`src/common/fimc_pkg.sv`:
```
// Purpose: constants for the fault input machine check gate
// Assumes: 32-bit avalon-mm register bus, byte addresses
// Notes:   status bits are sticky, write one to clear
package fimc_pkg;
	localparam int unsigned RSP_W      = 32;
	localparam int unsigned BUS_W      = 32;
	localparam int unsigned ADDR_W     = 4;
	// register byte offsets
	localparam logic [3:0]  OFF_CTRL   = 4'h0;
	localparam logic [3:0]  OFF_STATUS = 4'h4;
	localparam logic [3:0]  OFF_MASK   = 4'h8;
	localparam logic [3:0]  OFF_STATE  = 4'hc;
	// control fields
	localparam int unsigned CTRL_FX_EN = 0;
	localparam int unsigned CTRL_ME    = 1;
	localparam int unsigned CTRL_RPT   = 2;
	localparam logic [2:0]  CTRL_RST   = 3'h0;
	// status and mask fields
	localparam int unsigned ST_FAULT   = 0;
	localparam int unsigned ST_MCHK    = 1;
	localparam int unsigned ST_CSTOP   = 2;
	localparam int unsigned ST_CIRQ    = 3;
	localparam int unsigned ST_STALL   = 4;
	localparam int unsigned ST_W       = 5;
	localparam logic [4:0]  STATUS_RST = 5'h00;
	localparam logic [4:0]  MASK_RST   = 5'h00;
	// state fields
	localparam int unsigned SS_STALL   = 0;
	localparam int unsigned SS_CSTOP   = 1;
	localparam int unsigned SS_BUSY    = 2;
	// bus answer timing, request edge to completion edge
	localparam int unsigned BUS_LAT    = 2;
endpackage

```
`src/common/fault_decide_if.sv`:
```
// Purpose: carrier between the gate and its fault decider
// Assumes: one clock domain
// Notes:   gate drives the inputs, decider the results
`timescale 1ns/1ps
`default_nettype none
interface fault_decide_if;
	logic fault;
	logic fx_en;
	logic me;
	logic rpt;
	logic ctrl_irq;
	logic mchk;
	logic cstop;
	logic stall;
	logic drop;
	modport gate (output fault, fx_en, me, rpt, ctrl_irq, input mchk, cstop, stall, drop);
	modport dec (input fault, fx_en, me, rpt, ctrl_irq, output mchk, cstop, stall, drop);
endinterface
`default_nettype wire

```
`src/design/fault_decide.sv`:
```
// Purpose: decides stall, machine check or checkstop on a fault
// Assumes: fault already qualified by a response
// Notes:   stall ends only on a reported controller interrupt
`timescale 1ns/1ps
`default_nettype none
module fault_decide (
	// clock and reset
	input wire logic    mclk,
	input wire logic    rst,
	// decision carrier
	fault_decide_if.dec fd
);
	typedef struct packed {
		logic stall;
		logic cstop;
	} dec_st_t;

	dec_st_t s_q;
	dec_st_t s_d;
	logic    irq_ok;

	assign irq_ok = fd.ctrl_irq & fd.rpt;

	always_comb begin
		s_d = s_q;
		if (fd.fault & ~fd.fx_en) begin
			s_d.stall = 1'b1;
		end else if (irq_ok) begin
			s_d.stall = 1'b0;
		end
		if (fd.fault & fd.fx_en & ~fd.me) begin
			s_d.cstop = 1'b1;
		end
	end

	always_ff @(posedge mclk or posedge rst) begin
		if (rst) begin
			s_q <= '0;
		end else begin
			s_q <= s_d;
		end
	end

	assign fd.mchk  = fd.fault & fd.fx_en & fd.me & ~s_q.cstop;
	assign fd.drop  = fd.fault | s_q.stall | s_q.cstop;
	assign fd.stall = s_q.stall;
	assign fd.cstop = s_q.cstop;
endmodule // fault_decide
`default_nettype wire

```
`src/design/fault_input_machine_check_gate.sv`:
```
// Purpose: gate between fault reporting logic and core exceptions
// Assumes: responses and interrupts synchronous to mclk
// Notes:   registers over avalon-mm, two-cycle answer
`timescale 1ns/1ps
`default_nettype none
module fault_input_machine_check_gate #(
	parameter int unsigned RSP_W = fimc_pkg::RSP_W
) (
	// clock and reset
	input  wire logic                         mclk,
	input  wire logic                         rst,
	// avalon-mm slave
	input  wire logic [fimc_pkg::ADDR_W-1:0]  avs_address,
	input  wire logic                         avs_read,
	input  wire logic                         avs_write,
	input  wire logic [fimc_pkg::BUS_W-1:0]   avs_writedata,
	input  wire logic [3:0]                   avs_byteenable,
	output logic [fimc_pkg::BUS_W-1:0]        avs_readdata,
	output logic                              avs_waitrequest,
	// responses from cache and bus bridges
	input  wire logic                         rsp_valid,
	input  wire logic                         rsp_instr,
	input  wire logic [RSP_W-1:0]             rsp_data,
	input  wire logic                         fault_in,
	// interrupt steering controller
	input  wire logic                         ctrl_irq_in,
	// to the core
	output logic                              use_valid,
	output logic                              use_instr,
	output logic [RSP_W-1:0]                  use_data,
	output logic                              stall,
	output logic                              machine_check,
	output logic                              checkstop,
	output logic                              irq
);
	typedef struct packed {
		logic                        waitreq;
		logic [fimc_pkg::BUS_W-1:0]  rdata;
		logic                        fx_en;
		logic                        me;
		logic                        rpt;
		logic [fimc_pkg::ST_W-1:0]   status;
		logic [fimc_pkg::ST_W-1:0]   mask;
		logic                        use_valid;
		logic                        use_instr;
		logic [RSP_W-1:0]            use_data;
		logic                        stall;
		logic                        mchk;
		logic                        cstop;
		logic                        irq;
	} gate_st_t;

	gate_st_t                  s_q;
	gate_st_t                  s_d;
	logic                      req;
	logic                      wr_go;
	logic                      fault;
	logic [fimc_pkg::ST_W-1:0] ev;
	logic [fimc_pkg::ST_W-1:0] clr;
	logic                      waitreq_seen;

	fault_decide_if fd ();

	fault_decide u_dec (
		.mclk (mclk),
		.rst  (rst),
		.fd   (fd)
	);

	function automatic logic hit(logic [fimc_pkg::ADDR_W-1:0] a, logic [3:0] off);
		return a == off;
	endfunction

	function automatic logic [fimc_pkg::BUS_W-1:0] rd_word(logic [fimc_pkg::ADDR_W-1:0] a,
							      gate_st_t st);
		logic [fimc_pkg::BUS_W-1:0] r;
		r = '0;
		if (hit(a, fimc_pkg::OFF_CTRL)) begin
			r[fimc_pkg::CTRL_FX_EN] = st.fx_en;
			r[fimc_pkg::CTRL_ME]    = st.me;
			r[fimc_pkg::CTRL_RPT]   = st.rpt;
		end else if (hit(a, fimc_pkg::OFF_STATUS)) begin
			r[fimc_pkg::ST_W-1:0] = st.status;
		end else if (hit(a, fimc_pkg::OFF_MASK)) begin
			r[fimc_pkg::ST_W-1:0] = st.mask;
		end else if (hit(a, fimc_pkg::OFF_STATE)) begin
			r[fimc_pkg::SS_STALL] = st.stall;
			r[fimc_pkg::SS_CSTOP] = st.cstop;
			r[fimc_pkg::SS_BUSY]  = st.stall | st.cstop;
		end
		return r;
	endfunction

	// fault sources: cache ecc, bridge abort, any failed delivery
	assign fault       = rsp_valid & fault_in;
	assign fd.fault    = fault;
	assign fd.fx_en    = s_q.fx_en;
	assign fd.me       = s_q.me;
	assign fd.rpt      = s_q.rpt;
	assign fd.ctrl_irq = ctrl_irq_in;

	assign req   = avs_read | avs_write;
	assign wr_go = avs_write & ~s_q.waitreq & avs_byteenable[0];

	always_comb begin
		s_d = s_q;
		// bus: answer one cycle after the request is seen
		s_d.waitreq = 1'b1;
		if (req & s_q.waitreq) begin
			s_d.waitreq = 1'b0;
			s_d.rdata   = avs_read ? rd_word(avs_address, s_q) : '0;
		end
		if (wr_go & hit(avs_address, fimc_pkg::OFF_CTRL)) begin
			s_d.fx_en = avs_writedata[fimc_pkg::CTRL_FX_EN];
			s_d.me    = avs_writedata[fimc_pkg::CTRL_ME];
			s_d.rpt   = avs_writedata[fimc_pkg::CTRL_RPT];
		end
		if (wr_go & hit(avs_address, fimc_pkg::OFF_MASK)) begin
			s_d.mask = avs_writedata[fimc_pkg::ST_W-1:0];
		end
		// events, both interrupt sources kept apart
		ev                     = '0;
		ev[fimc_pkg::ST_FAULT] = fault;
		ev[fimc_pkg::ST_MCHK]  = fd.mchk;
		ev[fimc_pkg::ST_CSTOP] = fault & s_q.fx_en & ~s_q.me & ~fd.cstop;
		ev[fimc_pkg::ST_CIRQ]  = ctrl_irq_in;
		ev[fimc_pkg::ST_STALL] = fault & ~s_q.fx_en & ~fd.stall;
		clr = '0;
		if (wr_go & hit(avs_address, fimc_pkg::OFF_STATUS)) begin
			clr = avs_writedata[fimc_pkg::ST_W-1:0];
		end
		// set wins over clear
		s_d.status = (s_q.status & ~clr) | ev;
		s_d.irq    = |(s_d.status & s_d.mask);
		// data path: flagged or stalled data never reaches the core
		s_d.use_valid = rsp_valid & ~fd.drop;
		s_d.use_instr = rsp_instr;
		s_d.use_data  = fd.drop ? '0 : rsp_data;
		s_d.stall     = fd.stall;
		s_d.mchk      = fd.mchk;
		s_d.cstop     = fd.cstop;
	end

	always_ff @(posedge mclk or posedge rst) begin
		if (rst) begin
			s_q         <= '0;
			s_q.waitreq <= 1'b1;
			s_q.fx_en   <= fimc_pkg::CTRL_RST[fimc_pkg::CTRL_FX_EN];
			s_q.me      <= fimc_pkg::CTRL_RST[fimc_pkg::CTRL_ME];
			s_q.rpt     <= fimc_pkg::CTRL_RST[fimc_pkg::CTRL_RPT];
			s_q.status  <= fimc_pkg::STATUS_RST;
			s_q.mask    <= fimc_pkg::MASK_RST;
		end else begin
			s_q <= s_d;
		end
	end

	assign avs_readdata    = s_q.rdata;
	assign avs_waitrequest = s_q.waitreq;
	assign use_valid       = s_q.use_valid;
	assign use_instr       = s_q.use_instr;
	assign use_data        = s_q.use_data;
	assign stall           = s_q.stall;
	assign machine_check   = s_q.mchk;
	assign checkstop       = s_q.cstop;
	assign irq             = s_q.irq;

	assign waitreq_seen = s_q.waitreq;
endmodule // fault_input_machine_check_gate
`default_nettype wire

```
`config.mk`:
```
export PLATFORM = sky130hd
export DESIGN_NAME = fault_input_machine_check_gate
export DESIGN_NICKNAME = d
export VERILOG_FILES = /design/src/common/fimc_pkg.sv /design/src/common/fault_decide_if.sv /design/src/design/fault_decide.sv /design/src/design/fault_input_machine_check_gate.sv
export SDC_FILE = /design/constraint.sdc
export NUM_CORES = 1
export LEC_CHECK = 0
export BUFFER_PORTS_ARGS = -buffer_cell sky130_fd_sc_hd__buf_2
export CAP_MARGIN = 10
export CORE_MARGIN = 2
export CORE_UTILIZATION = 44
export CTS_CLUSTER_SIZE = 8
export DETAILED_ROUTE_END_ITERATION = 10
export GPL_TIMING_DRIVEN = 0
export HOLD_SLACK_MARGIN = 0.15
export PLACE_DENSITY = 0.8
export SYNTH_ARGS = -nofsm -noshare
export SYNTH_HDL_FRONTEND = slang
export SYNTH_SLANG_ARGS = --single-unit
export TNS_END_PERCENT = 1
```
`constraint.sdc`:
```
create_clock -name mclk -period 2.6 [get_ports mclk]
set_clock_uncertainty 0.05 [all_clocks]
set_input_delay 0.39 -clock mclk [delete_from_list [all_inputs] [get_ports mclk]]
set_output_delay 0.39 -clock mclk [all_outputs]
set_load 0.1 [all_outputs]
```
==> run summary <==
leading register cell type out of synthesis = dfrtp_1
Die Ht = 82.0 um
outcome = complete, no violations
first-pass GRT wire length = 8110 um
Die ar. = 6730 um2
Crit path required time = 2760 ps
WHS = 216 ps
CP arrival = 2130 ps
Min-Delay Startpoint = rsp_data[11]
top cell type by total area after synthesis = dfrtp_1
IO Count = 151
Slew HR = 54.9%
vias in the first global route = 1837
worst reg2reg endpoint = irq
Place WS = 387 ps
number of synthesized register bits = 59
total CTS buffers = 9
RSZ-0062 raised after global routing = no
initial drt markers = 92
hold path depth = 2
largest net degree at the start of global routing = 33
Post-synth EDFFs = 0
Pre-antenna DRT Iters = 4
CORE AREA = 5890 um2
Reg clk slew, reported paths = 60 ps
Mapped Cells = 233
Synth top area share = 54.2%
Die W = 82.0 um
H-tree Lvls = 3
Final Hold Violating Endpoints = 0
final wirelength = 5300 um
Hold WC Path Type = in -> reg
clock tree buffer depth = 2
FMAX = 0.507 GHz
Crit Path Max Fanout = 5
Overflow after GRT = 0
worst r2r path cells = 5
min cycle time layout = 1970 ps
Starting Density = 45.5%
WL per Instance = 11.9 um
Yosys warning total = 0
Synth area leaders = dfrtp_1 54%, buf_4 18%, and2_1 7.9%
launching point of the worst reg2reg path = avs_waitrequest
Final Wtd Congestion = 0.840
Cell Area, Synth = 2680 um2
Pwr Density = 796 nW/um2
worst vdd rail ir drop = 453 uV
fin. max-slew vios = 0
Core Rows = 28
Final Power = 2820 uW
most frequent cells in the layout = 92 x buf_2, 64 x buf_4, 58 x dfrtp_1
Seq/Total Area, Yosys = 55.2%
Final Setup Violations = 0
Area growth, synth to finish = 32.2%
Post-synth ARST share = 100%
Sink Count = 59
GRT Total Usage = 16.7%
fin nets = 445
cts repair resizes = 0
initial antenna violation count = 0
Port Buffers = 92
slowest CP cell = mux2_2
Clock Tree Root = clkbuf_8
library cells used by synthesis = 34
Worst R2R Setup Slack = 630 ps
layout cell share with drive strength beyond 1 = 49.2%
Avg Inst Size Synth = 11.5 um2
max cap viols = 0
Critical Path Sink Type = register
cell breakdown of the critical path = nand3b_1, nor4_4, mux2_2, a22o_1, a211o_1
DPL Wire Length = 4200 um
latest clock arrival within the worst-skew pair = 330 ps
Util after Layout = 60.2%
Hold Crit Endpoint = use_data[11]
vias per cell = 4.27
CTS tree = done
worst slew pin tran = 672 ps
routed via count = 1900
Routed Antenna Nets = 0
Leak Pwr = 0.00204 uW
total negative slack = 0 ps
Critical Path Start Type = register
diode count = 0
Worst path max stage delay = 400 ps
Setup WS post-layout = 629 ps
commonest non-fill, non-tap cell in the layout = buf_2
DRC Markers = 0
crit share post-route = 75.8%
WS Path Type = reg -> reg
routing by layer:
layer | GRT usage (%) | up-vias | wire, um
li1 | - | 941 | -
met4 | 12.0 | 0 | 182
met2 | 28.4 | 73 | 2780
met5 | 0 | - | 0
met3 | 4.29 | 18 | 352
met1 | 17.9 | 868 | 1990
worst max-delay path: cells and delay by family, from the launching register on:
family	cells	cell delay (ps)
compound gates	2	470
flops	1	380
mux	1	400
simple gates	2	570
sequential cells by signal, summed over array words and instances (netlist names):
name	flops
u_dec.fd.cstop	1
irq	1
u_dec.fd.stall	1
s_q	10
fd.me	1
stall	1
use_instr	1
avs_readdata	5
checkstop	1
avs_waitrequest	1
fd.fx_en	1
use_data	32
machine_check	1
fd.rpt	1
use_valid	1
metrics by stage:
step / std cells / cell area (um2)
6_report: 445 / 3540
5_1_grt: 445 / 3540
4_1_cts: 445 / 3540
3_5_place_dp: 427 / 3350
3_3_place_gp: 426 / 3330
2_1_floorplan: 259 / 2780
worst max-delay path by stage:
| stage | start | to | slack [ps] |
|---|---|---|---|
| 2_1_floorplan | avs_waitrequest | irq | 520 |
| 3_3_place_gp | rst | avs_readdata[2] | 80 |
| 3_5_place_dp | avs_address[2] | irq | 390 |
| 4_1_cts | avs_waitrequest | irq | 620 |
| 5_1_grt | avs_waitrequest | irq | 530 |
| 6_report | avs_waitrequest | irq | 630 |
cell families after synthesis:
group | Yosys count | share of synthesized area [%]
compound gates | 24 | 6.26
other cells | 1 | 0.140
mux | 10 | 4.11
simple gates | 69 | 15.3
buf+inv | 70 | 19.1
flops | 59 | 55.2
timing repair:
item                                    4_1_cts  5_1_grt
setup buffers                                 0        0
endpoints found under the setup margin        0        0
hold buffers                                  2        0
hold endpoints to repair                     28        0
cells in the mapped netlist (2+ instances only):
| master | n |
|---|---|
| a211o_1 | 2 |
| a21o_1 | 3 |
| a22o_1 | 2 |
| a22oi_1 | 2 |
| and2_1 | 34 |
| buf_4 | 64 |
| clkbuf_1 | 3 |
| dfrtp_1 | 58 |
| inv_1 | 2 |
| mux2_2 | 8 |
| mux2i_1 | 2 |
| nand2_1 | 14 |
| nand3_1 | 4 |
| nor2_1 | 8 |
| nor3_1 | 2 |
| o21ai_0 | 6 |
| o41ai_1 | 2 |
area by class of cell:
class                      count  area (um2)
fill                         504        2340
sequential                    59        1480
tap                           75        93.8
clock buffer                  16         170
timing repair buffer          95         500
buffer                        68         503
multi-input combinational    130         788
inverter                       2        7.51
power breakdown:
part	internal (uW)	leakage (uW)	total, uW	switching [uW]
clock network	400	0.0000850	717	316
registers	1020	0.000774	1080	60.2
logic	224	0.00118	1020	795
total	1650	0.00204	2820	1170
Note: power is estimated with default switching activity, not from simulation.
